[src/rtl/chpd_pkg.sv]
/*
  constants and types for the card host port decoder.
  assumes a single 100 MHz clock and synchronous active-low reset.
*/
package chpd_pkg;
  // ------------------------------------------------------------
  // interface modes
  // ------------------------------------------------------------
  typedef enum logic [1:0] {
    CHPD_MODE_MEM,
    CHPD_MODE_IO,
    CHPD_MODE_IDE
  } chpd_mode_t;

  // ------------------------------------------------------------
  // access target space
  // ------------------------------------------------------------
  typedef enum logic [2:0] {
    CHPD_SP_NONE,
    CHPD_SP_MEM_REG,
    CHPD_SP_IO_REG,
    CHPD_SP_ATTR,
    CHPD_SP_CONFIG,
    CHPD_SP_TASK,
    CHPD_SP_CTRL
  } chpd_space_t;

  // ------------------------------------------------------------
  // lane selection
  // ------------------------------------------------------------
  typedef enum logic [1:0] {
    CHPD_LN_NONE,
    CHPD_LN_EVEN,
    CHPD_LN_ODD,
    CHPD_LN_WORD
  } chpd_lane_t;

  localparam int CHPD_ADDR_W = 11;
  localparam int CHPD_IDE_SEL_W = 3;
  // attribute space at and above this offset holds the config registers
  localparam logic [10:0] CHPD_CONFIG_BASE = 11'h200;
  // status-change enable bit position in the config-and-status word
  localparam int CHPD_CSR_SIGCHG_BIT = 4;
  localparam int CHPD_CSR_W = 8;
  localparam logic [7:0] CHPD_CSR_RESET = 8'h00;
  localparam logic [1:0] CHPD_MODE_RESET = 2'h0;
endpackage

[src/rtl/chpd_top.sv]
/*
  host port decode: mode select, access space and byte lane decode,
  status and handshake pin drive for memory, i/o and ide modes.
  assumes host pins synchronous to clock; mode strap sampled at reset release.
*/
`timescale 1ns/1ns

module chpd_top #(
  parameter int ADDR_W = chpd_pkg::CHPD_ADDR_W
) (
  input wire logic clock,
  input wire logic rst_n,
  input wire logic [1:0] mode_strap,
  input wire logic [ADDR_W-1:0] addr,
  input wire logic reg_sel_n,
  input wire logic ce1_n,
  input wire logic ce2_n,
  input wire logic cable_sel_n,
  input wire logic data_phase,
  input wire logic card_ready,
  input wire logic write_protect,
  input wire logic [chpd_pkg::CHPD_CSR_W-1:0] csr_value,
  input wire logic sigchg_ack,
  input wire logic diag_pass,
  input wire logic drive_active,
  input wire logic pin1_in,
  input wire logic pin2_in,
  output logic [1:0] mode,
  output logic [2:0] space,
  output logic [ADDR_W-1:0] reg_index,
  output logic [1:0] lane,
  output logic lane_swap,
  output logic is_master,
  output logic pin1_out,
  output logic pin1_oe,
  output logic pin2_out,
  output logic pin2_oe,
  output logic peer_diag,
  output logic peer_present
);
  chpd_pkg::chpd_mode_t mode_q;
  logic mode_set_q;
  logic [chpd_pkg::CHPD_CSR_W-1:0] csr_q;
  logic [2:0] space_q, space_d;
  logic [ADDR_W-1:0] index_q, index_d;
  logic [1:0] lane_q, lane_d;
  logic swap_q, swap_d;
  logic master_q;
  logic p1o_q, p1e_q, p2o_q, p2e_q;
  logic p1o_d, p1e_d, p2o_d, p2e_d;
  logic diag_q, present_q;
  logic changed;
  logic is_ide, is_io, sel_any, sigchg_en;
  chpd_pkg::chpd_lane_t card_lane;
  logic card_swap;

  // ------------------------------------------------------------
  // card enable lane decode, shared by memory and io modes
  // ------------------------------------------------------------
  function automatic chpd_pkg::chpd_lane_t card_lane_f(input logic c1, input logic c2,
                                                       input logic a0);
    if (!c1 && !c2)
      card_lane_f = chpd_pkg::CHPD_LN_WORD;
    else if (!c2)
      card_lane_f = chpd_pkg::CHPD_LN_ODD;
    else if (!c1)
      card_lane_f = a0 ? chpd_pkg::CHPD_LN_ODD : chpd_pkg::CHPD_LN_EVEN;
    else
      card_lane_f = chpd_pkg::CHPD_LN_NONE;
  endfunction

  // ------------------------------------------------------------
  // mode decode
  // ------------------------------------------------------------
  assign is_ide = mode_q == chpd_pkg::CHPD_MODE_IDE;
  assign is_io = mode_q == chpd_pkg::CHPD_MODE_IO;
  assign sel_any = mode_set_q && (!ce1_n || !ce2_n);
  assign card_lane = card_lane_f(ce1_n, ce2_n, addr[0]);
  // odd byte presented on low lane for 8-bit hosts
  assign card_swap = !ce1_n && ce2_n && addr[0];
  assign sigchg_en = csr_q[chpd_pkg::CHPD_CSR_SIGCHG_BIT];

  // ------------------------------------------------------------
  // space, index and lane decode
  // ------------------------------------------------------------
  always_comb begin
    space_d = chpd_pkg::CHPD_SP_NONE;
    index_d = '0;
    lane_d = chpd_pkg::CHPD_LN_NONE;
    swap_d = 1'b0;
    if (sel_any) begin
      case (mode_q)
        chpd_pkg::CHPD_MODE_IDE: begin
          // upper address bits ignored
          index_d = {{(ADDR_W-3){1'b0}}, addr[2:0]};
          if (!ce1_n)
            space_d = chpd_pkg::CHPD_SP_TASK;
          else
            space_d = chpd_pkg::CHPD_SP_CTRL;
          if (data_phase)
            lane_d = chpd_pkg::CHPD_LN_WORD;
          else
            lane_d = chpd_pkg::CHPD_LN_EVEN;
        end
        chpd_pkg::CHPD_MODE_MEM, chpd_pkg::CHPD_MODE_IO: begin
          index_d = addr;
          lane_d = card_lane;
          swap_d = card_swap;
          if (!reg_sel_n) begin
            if (is_io)
              space_d = chpd_pkg::CHPD_SP_IO_REG;
            else if (addr >= chpd_pkg::CHPD_CONFIG_BASE)
              space_d = chpd_pkg::CHPD_SP_CONFIG;
            else
              space_d = chpd_pkg::CHPD_SP_ATTR;
          end else begin
            space_d = chpd_pkg::CHPD_SP_MEM_REG;
          end
        end
        default: space_d = chpd_pkg::CHPD_SP_NONE;
      endcase
    end
  end

  // ------------------------------------------------------------
  // status and handshake pin drive
  // ------------------------------------------------------------
  always_comb begin
    p1o_d = 1'b1;
    p1e_d = 1'b0;
    p2o_d = 1'b1;
    p2e_d = 1'b0;
    if (mode_set_q) begin
      case (mode_q)
        chpd_pkg::CHPD_MODE_MEM: begin
          p1e_d = 1'b1;
          p2e_d = 1'b1;
        end
        chpd_pkg::CHPD_MODE_IO: begin
          p1e_d = 1'b1;
          p1o_d = ~(changed && sigchg_en);
          p2e_d = 1'b1;
        end
        chpd_pkg::CHPD_MODE_IDE: begin
          // open-drain style: drive low only while asserting
          p1o_d = 1'b0;
          p1e_d = diag_pass;
          p2o_d = 1'b0;
          p2e_d = drive_active;
        end
        default: begin
          p1e_d = 1'b0;
        end
      endcase
    end
  end

  chpd_edge #(
    .WIDTH(2)
  ) u_edge (
    .clock(clock),
    .rst_n(rst_n),
    .level({card_ready, write_protect}),
    .arm(is_io && mode_set_q),
    .clear(sigchg_ack),
    .changed(changed)
  );

  // ------------------------------------------------------------
  // registers
  // ------------------------------------------------------------
  always_ff @(posedge clock) begin
    if (!rst_n) begin
      mode_q <= chpd_pkg::CHPD_MODE_MEM;
      mode_set_q <= 1'b0;
      master_q <= 1'b0;
    end else if (!mode_set_q) begin
      // strap caught once after reset release
      mode_set_q <= 1'b1;
      case (mode_strap)
        2'h1: mode_q <= chpd_pkg::CHPD_MODE_IO;
        2'h2: mode_q <= chpd_pkg::CHPD_MODE_IDE;
        default: mode_q <= chpd_pkg::CHPD_MODE_MEM;
      endcase
      master_q <= (mode_strap == 2'h2) && !cable_sel_n;
    end
  end

  always_ff @(posedge clock) begin
    if (!rst_n) begin
      csr_q <= chpd_pkg::CHPD_CSR_RESET;
      space_q <= chpd_pkg::CHPD_SP_NONE;
      index_q <= '0;
      lane_q <= chpd_pkg::CHPD_LN_NONE;
      swap_q <= 1'b0;
      p1o_q <= 1'b1;
      p1e_q <= 1'b0;
      p2o_q <= 1'b1;
      p2e_q <= 1'b0;
      diag_q <= 1'b0;
      present_q <= 1'b0;
    end else begin
      csr_q <= csr_value;
      space_q <= space_d;
      index_q <= index_d;
      lane_q <= lane_d;
      swap_q <= swap_d;
      p1o_q <= p1o_d;
      p1e_q <= p1e_d;
      p2o_q <= p2o_d;
      p2e_q <= p2e_d;
      diag_q <= is_ide && mode_set_q && !pin1_in;
      present_q <= is_ide && mode_set_q && !pin2_in;
    end
  end

  assign mode = mode_q;
  assign space = space_q;
  assign reg_index = index_q;
  assign lane = lane_q;
  assign lane_swap = swap_q;
  assign is_master = master_q;
  assign pin1_out = p1o_q;
  assign pin1_oe = p1e_q;
  assign pin2_out = p2o_q;
  assign pin2_oe = p2e_q;
  assign peer_diag = diag_q;
  assign peer_present = present_q;
endmodule

[src/rtl/chpd_edge.sv]
/*
  change detector that raises a sticky flag when a level toggles.
  assumes inputs synchronous to clock.
*/
`timescale 1ns/1ns
module chpd_edge #(
  parameter int WIDTH = 2
) (
  input wire logic clock,
  input wire logic rst_n,
  input wire logic [WIDTH-1:0] level,
  input wire logic arm,
  input wire logic clear,
  output logic changed
);
  logic [WIDTH-1:0] last_q;
  logic changed_q;
  logic hit;

  // ------------------------------------------------------------
  // change detection, set wins over clear
  // ------------------------------------------------------------
  assign hit = arm && (level != last_q);
  assign changed = changed_q;

  always_ff @(posedge clock) begin
    if (!rst_n) begin
      last_q <= '0;
      changed_q <= 1'b0;
    end else begin
      last_q <= level;
      changed_q <= hit | (changed_q & ~clear);
    end
  end
endmodule

[config.mk]
export PLATFORM = sky130hd
export DESIGN_NAME = chpd_top
export DESIGN_NICKNAME = d
export VERILOG_FILES = /design/src/rtl/chpd_pkg.sv /design/src/rtl/chpd_top.sv /design/src/rtl/chpd_edge.sv
export SDC_FILE = /design/constraint.sdc
export NUM_CORES = 1
export LEC_CHECK = 0
export BUFFER_PORTS_ARGS = -buffer_cell sky130_fd_sc_hd__buf_4
export CAP_MARGIN = 5
export CORE_MARGIN = 3
export CORE_UTILIZATION = 42
export CTS_CLUSTER_DIAMETER = 100
export DETAILED_ROUTE_END_ITERATION = 6
export GPL_TIMING_DRIVEN = 1
export PLACE_DENSITY = 0.78
export SYNTH_ARGS = -nofsm -noshare
export SYNTH_HDL_FRONTEND = slang
export SYNTH_SLANG_ARGS = --single-unit
export TNS_END_PERCENT = 50
[constraint.sdc]
create_clock -name clock -period 1.6 [get_ports clock]
set_clock_uncertainty 0.15 [all_clocks]
set_input_delay 0.16 -clock clock [delete_from_list [all_inputs] [get_ports clock]]
set_output_delay 0.16 -clock clock [all_outputs]
set_load 0.005 [all_outputs]
Yosys cells after proc, flatten, opt, wreduce, memory -nomap -nowiden

Index checks and enable logic that the tools add are counted.

Latch bits: 0
ROM bits: 0
Memory bits (writable): 0
Bits in registers: 35
Memories: 0

Equality and inequality tests: 5
Add/sub/neg operators: 0
Shifts and indexed selects: 0
Bitwise gates (word level): 4
Multipliers: 0
Mux-type cells: 18
$lt $le $gt $ge: 1
Reductions and logical operators: 22
Divide/modulo/power cells: 0

Operator list:

| kind                 | count |
|---|---|
| $pmux 11 s2          | 1 |
| $mux 2               | 6 |
| $ge 11x10->1 const B | 1 |
| $logic_and 1x1->1    | 11 |
| $mux 3               | 3 |
| $pmux 2 s2           | 2 |
| $pmux 1 s2           | 3 |
| $pmux 3 s2           | 1 |
| $logic_not 1->1      | 5 |
| $eq 2x1->1 const B   | 2 |
| $eq 2x2->1 const B   | 2 |
| $reduce_and 2->1     | 2 |
| $reduce_and 3->1     | 1 |
| $logic_not 2->1      | 1 |
| $mux 1               | 2 |
| $ne 2x2->1           | 1 |
| $not 1->1            | 2 |
| $reduce_or 2->1      | 1 |
| $and 1x1->1          | 1 |
| $logic_or 1x1->1     | 1 |
| $or 1x1->1           | 1 |

Longest topological paths before layout

Depth in word-level cells: 5
Mapped depth: 4

Cells and area by module

From an unflattened synthesis, not the netlist that was laid out.

Cells, all modules: 97
Area total of the unflattened synthesis: 1069.8 µm²

By module, submodules not included:

| module    | times used | area each (µm²) | sequential area each (µm²) | cells each |
|---|---|---|---|---|
| chpd_top  | 1          | 959.7           | 560.5                      | 87 |
| chpd_edge | 1          | 110.1           | 60.1                       | 10 |

Worst setup path after synthesis

OpenSTA, ideal clock, no wires.

Path type: reg-to-reg
Start: reg mode_set_q
End: reg space_q[0], in the netlist space[0]
Required time: 1362 ps
Setup slack: 395 ps
Library setup time: 88 ps
Clock period less this slack: 1205 ps
Data arrival time: 967 ps
Cell stages (with the launch flop): 5
Cells stage by stage: dfxtp_1 -> buf_4 -> nand2_4 -> or2_4 -> o32ai_2

Longest elaborated chain between the ends: 2

Ends and longest elaborated chain:

| element                    | line            | RTL |
|---|---|---|
| from (decl)                | chpd_top.sv:42  | `logic mode_set_q;` |
| from (signal assigned)     | chpd_top.sv:175 | `mode_set_q <= 1'b0;` |
| from (signal assigned)     | chpd_top.sv:179 | `mode_set_q <= 1'b1;` |
| $logic_and 1x1->1          | chpd_top.sv:77  | `assign sel_any = mode_set_q && (!ce1_n \|\| !ce2_n);` |
| $reduce_and 2->1 (no line) | -               |  |
| to (signal assigned)       | chpd_top.sv:192 | `space_q <= chpd_pkg::CHPD_SP_NONE;` |
| to (signal assigned)       | chpd_top.sv:204 | `space_q <= space_d;` |
| to (decl)                  | chpd_top.sv:44  | `logic [2:0] space_q, space_d;` |

No other way between the ends.
A chain may end at the register's enable or synchronous reset.

Worst setup path in the final report

Start: reg mode_q[1], in the netlist mode[1]
End: out mode[1]

RTL lines:

| element                | line            | RTL |
|---|---|---|
| from (decl)            | chpd_top.sv:41  | `chpd_pkg::chpd_mode_t mode_q;` |
| from (signal assigned) | chpd_top.sv:174 | `mode_q <= chpd_pkg::CHPD_MODE_MEM;` |
| from (signal assigned) | chpd_top.sv:181 | `2'h1: mode_q <= chpd_pkg::CHPD_MODE_IO;` |
| from (signal assigned) | chpd_top.sv:182 | `2'h2: mode_q <= chpd_pkg::CHPD_MODE_IDE;` |
| to (decl)              | chpd_top.sv:28  | `output logic [1:0] mode,` |

No word-level cell between the ends.

==> metrics.txt <==
# TYPE chip_impl_metric gauge
chip_impl_metric{name="finalMaxSlewViolations",unit=""} 0
chip_impl_metric{name="worst_hold_slack",unit="ns"} 0.01627
chip_impl_metric{name="ant_diodes",unit=""} 0
chip_impl_info{name="critPathMostFrequentCell",value="buf_4"} 1
chip_impl_metric{name="top_level_ports",unit=""} 61
chip_impl_metric{name="cp_data_arrival_time",unit="ns"} 1.16
chip_impl_metric{name="first_iter_violations",unit=""} 14
chip_impl_info{name="worstPathCellList",value="buf_4, buf_4"} 1
chip_impl_metric{name="core_region_area",unit="um^2"} 2276
chip_impl_metric{name="clkLatencyLatePin",unit="ns"} 0.31
chip_impl_metric{name="share_of_final_layout_standard_cells_stronger_than_drive_strength_1",unit=""} 0.3667
chip_impl_metric{name="dr.pass1.iters",unit=""} 4
chip_impl_metric{name="timing.critical_path.slowest_cell_delay",unit="ns"} 0.52
chip_impl_info{name="timing.critical_path.from_type",value="flip-flop"} 1
chip_impl_metric{name="layout-area-overhead-vs-synth",unit="%"} 68.99
chip_impl_info{name="timing.rr.start",value="mode[1]"} 1
chip_impl_metric{name="worst-r2r-cell-count",unit=""} 3
chip_impl_metric{name="finish.instance_area",unit="um^2"} 1759
chip_impl_metric{name="flop2flop_setup_slack",unit="ns"} 0.27
chip_impl_metric{name="grt_antenna_before_repair",unit=""} 0
chip_impl_info{name="regToRegEndpoint",value="space[0]"} 1
chip_impl_metric{name="fmaxAchievable",unit="MHz"} 681.0
chip_impl_info{name="cts_tree",value="done"} 1
chip_impl_metric{name="cts-htree-levels",unit=""} 2
chip_impl_metric{name="crit_cells",unit=""} 2
chip_impl_metric{name="grt_first_pass_wirelength",unit="mm"} 4.402
chip_impl_metric{name="vdd_ir_drop_max",unit="V"} 0.0006460
chip_impl_metric{name="tritoncts.num_buffers",unit=""} 5
chip_impl_info{name="worstSetupEndpoint",value="mode[1]"} 1
chip_impl_metric{name="synth_area_per_cell",unit="um^2"} 10.62
chip_impl_metric{name="drc",unit=""} 0
chip_impl_metric{name="core.rowCount",unit=""} 17
chip_impl_metric{name="maximum_buffer_depth_of_the_clock_tree",unit=""} 2
chip_impl_metric{name="final_nets",unit=""} 216
chip_impl_metric{name="final_number_of_setup_violating_endpoints",unit=""} 0
chip_impl_info{name="timing.critical_path.slowest_stage_cell",value="dfxtp_1"} 1
chip_impl_info{name="crit_path_start",value="mode[1]"} 1
chip_impl_metric{name="ys_seq_area_frac",unit=""} 0.5962
chip_impl_metric{name="yosys.area.top_type_share",unit=""} 0.5962
chip_impl_info{name="min-delay-path-class",value="primary input to flip-flop"} 1
chip_impl_metric{name="port-buffer-count",unit=""} 53
chip_impl_info{name="netlist.top_cell.by_area",value="dfxtp_1"} 1
chip_impl_metric{name="ys_ff_latch",unit=""} 31
chip_impl_metric{name="design.die.area",unit="um^2"} 3112
chip_impl_metric{name="worst_slew_pin_slew",unit="ns"} 0.3993
chip_impl_metric{name="place_congestion",unit=""} 0.7267
chip_impl_metric{name="layout_min_cycle_time",unit="ns"} 1.468
chip_impl_metric{name="die_x",unit="um"} 55.79
chip_impl_metric{name="floorplan.initialDensity",unit=""} 0.4574
chip_impl_metric{name="globalRoute.totalOverflow",unit=""} 0
chip_impl_metric{name="setup-tns-final",unit="ns"} 0
chip_impl_metric{name="power.density",unit="nW/um^2"} 797.6
chip_impl_metric{name="clkTransAtPathRegs",unit="ns"} 0.08
chip_impl_info{name="rsz_0062_raised_after_global_routing",value="false"} 1
chip_impl_metric{name="post_synth_inst_count",unit=""} 98
chip_impl_metric{name="layout.filler_cells",unit=""} 159
chip_impl_metric{name="postSynthNetCount",unit=""} 133
chip_impl_metric{name="avgRoutedWirePerCell",unit="um"} 12.67
chip_impl_metric{name="synthesis.yosys.warnings",unit=""} 0
chip_impl_metric{name="track_usage",unit=""} 0.1849
chip_impl_info{name="netlist_top_cells_area",value="dfxtp_1, and2_1, nor2_1, nand2b_1, a21oi_1"} 1
chip_impl_metric{name="die_y",unit="um"} 55.79
chip_impl_metric{name="count_of_nets_left_with_antenna_violations_after_detail_routing",unit=""} 0
chip_impl_metric{name="multiInputGateArea",unit="um^2"} 399.1
chip_impl_metric{name="finalCritPeriodShare",unit=""} 0.9178
chip_impl_metric{name="placement_cell_area",unit="um^2"} 1468
chip_impl_metric{name="post_synth_cell_types",unit=""} 30
chip_impl_metric{name="vias",unit=""} 967
chip_impl_metric{name="critPathRequiredTime",unit="ns"} 1.29
chip_impl_metric{name="synthesis.area",unit="um^2"} 1041
chip_impl_metric{name="worst_slew_margin_rel",unit=""} 0.7335
chip_impl_metric{name="hold_viol",unit=""} 0
chip_impl_metric{name="drt-vias-per-instance",unit=""} 4.649
chip_impl_metric{name="maxCapViolations",unit=""} 0
chip_impl_metric{name="p_leak",unit="nW"} 0.8134
chip_impl_metric{name="area.sequential",unit="um^2"} 620.6
chip_impl_info{name="path_class",value="flip-flop to output port"} 1
chip_impl_metric{name="cp_num_buf_inv",unit=""} 2
chip_impl_metric{name="grt_start_max_net_pins",unit=""} 13
chip_impl_info{name="worst_path_dominant_cell_family",value="flip-flops"} 1
chip_impl_metric{name="worst-path-max-fanout",unit=""} 10
chip_impl_metric{name="numClockSinks",unit=""} 31
chip_impl_metric{name="grt_pass1_vias",unit=""} 976
chip_impl_metric{name="routed_wl",unit="mm"} 2.636
chip_impl_info{name="sort_of_element_at_the_end_of_the_critical_path",value="output port"} 1
chip_impl_metric{name="worst_hold_path_cell_count",unit=""} 3
chip_impl_info{name="run_status",value="finished, final reports clean"} 1
chip_impl_info{name="cts_root_buf",value="clkbuf_4"} 1
chip_impl_metric{name="dp.final_hpwl",unit="mm"} 1.671
-- synthesized netlist by cell type --
| cell | n |
|---|---|
| o32ai_2 | 1 |
| o31ai_1 | 1 |
| nor3b_1 | 1 |
| o21ba_2 | 1 |
| nor2_1 | 7 |
| nand4b_1 | 1 |
| a22oi_1 | 1 |
| nor2b_1 | 2 |
| a21oi_1 | 4 |
| and2_1 | 17 |
| buf_4 | 1 |
| nor2_2 | 1 |
| and4b_1 | 1 |
| buf_2 | 2 |
| o21a_1 | 1 |
| nand2b_1 | 4 |
| o21bai_1 | 1 |
| o21ai_0 | 2 |
| a211oi_1 | 1 |
| o22ai_1 | 1 |
| nand2_1 | 5 |
| clkbuf_1 | 1 |
| nand3_1 | 1 |
| or2_4 | 1 |
| a211oi_2 | 1 |
| nand3b_1 | 1 |
| nor3_1 | 3 |
| nand2_4 | 1 |
| dfxtp_1 | 31 |
| xor2_1 | 2 |
-- logic make-up (layout without fill, tap and decap cells) --
family	after synthesis	in the layout	share of synthesized area
AO/OA/AOI/OAI	15	15	0.1082
AND/OR/NAND/NOR	46	46	0.2584
XOR/XNOR	2	2	0.01683
flip-flops	31	31	0.5962
buffers and inverters	4	86	0.02043
-- through the flow --
step           cells  utilization  worst slack [ns]  total power, W
6_report         208       0.7730            0.1316        0.001403
5_1_grt          208       0.7730           0.08291        0.001482
4_1_cts          208       0.7730            0.1294        0.001420
3_5_place_dp     177       0.6449            0.3020       0.0009936
3_3_place_gp     177       0.6449            0.3349       0.0009877
2_1_floorplan     98            -            0.3945       0.0008910
-- area by class of cell --
class                   count  area share
flip-flops and latches     31      0.3528
well taps                  28     0.01991
multi-input cells          63      0.2269
clock buffers               6     0.02347
repair buffers             80      0.3770
-- what timing repair did --
| item | in CTS | in global routing |
|---|---|---|
| resized for setup | 0 | 0 |
| hold endpoints to repair | 27 | 0 |
| setup buffers | 0 | 0 |
| setup endpoints to repair | 0 | 0 |
| hold buffers | 25 | 0 |
-- how the worst min path moves through the flow --
stage | end | startpoint
after global placement | peer_present | pin2_in
after global routing | is_master | cable_sel_n
after detailed placement | peer_diag | pin1_in
after CTS | is_master | cable_sel_n
final | is_master | cable_sel_n
after floorplan | mode_set_q | rst_n
-- flip-flops by register name, indices dropped and copies added (netlist names) --
register,cells
mode,2
pin2_out,1
csr_q,1
u_edge.last_q,2
pin1_oe,1
is_master,1
peer_diag,1
lane,2
peer_present,1
pin1_out,1
u_edge.changed,1
space,3
pin2_oe,1
mode_set_q,1
lane_swap,1
reg_index,11
-- power by group --
| group | switching (W) | internal [W] |
|---|---|---|
| Sequential | 0.0000152 | 0.000799 |
| Combinational | 0.0000703 | 0.000141 |
| Clock | 0.000222 | 0.000156 |
| Total | 0.000307 | 0.00110 |
-- metal layers --
layer / global-route usage / part of all wire / vias up
li1: - / - / 490
met4: 0.06250 / 0.013 / 0
met2: 0.3480 / 0.53 / 43
met5: 0 / 0 / -
met3: 0.06961 / 0.080 / 5
met1: 0.1832 / 0.37 / 429
-- placed cells by master, fill, tap and decap left out --
cell / synthesis / routed
nand2_1: 5 / 5
o21a_1: 1 / 1
nor3b_1: 1 / 1
nand2b_1: 4 / 4
buf_4: 1 / 55
and4b_1: 1 / 1
nand3_1: 1 / 1
nor2_1: 7 / 7
dfxtp_1: 31 / 31
and2_1: 17 / 17
a21oi_1: 4 / 4
nand4b_1: 1 / 1
clkbuf_1: 1 / 1
nand2_4: 1 / 1
o32ai_2: 1 / 1
xor2_1: 2 / 2
o21ba_2: 1 / 1
o21ai_0: 2 / 2
nor2_2: 1 / 1
nor2b_1: 2 / 2
a22oi_1: 1 / 1
or2_4: 1 / 1
a211oi_1: 1 / 1
nor3_1: 3 / 3
nand3b_1: 1 / 1
o31ai_1: 1 / 1
dlygate4sd3_1: 0 / 25
a211oi_2: 1 / 1
o21bai_1: 1 / 1
clkbuf_4: 0 / 5
o22ai_1: 1 / 1
-- worst register-to-register path, cell delays in order (launching register included) --
cell	delay [ns]
dfxtp_1	0.52
nor2b_1	0.28
nand3_1	0.19
o32ai_2	0.12
Note: power is estimated with default switching activity, not from simulation.
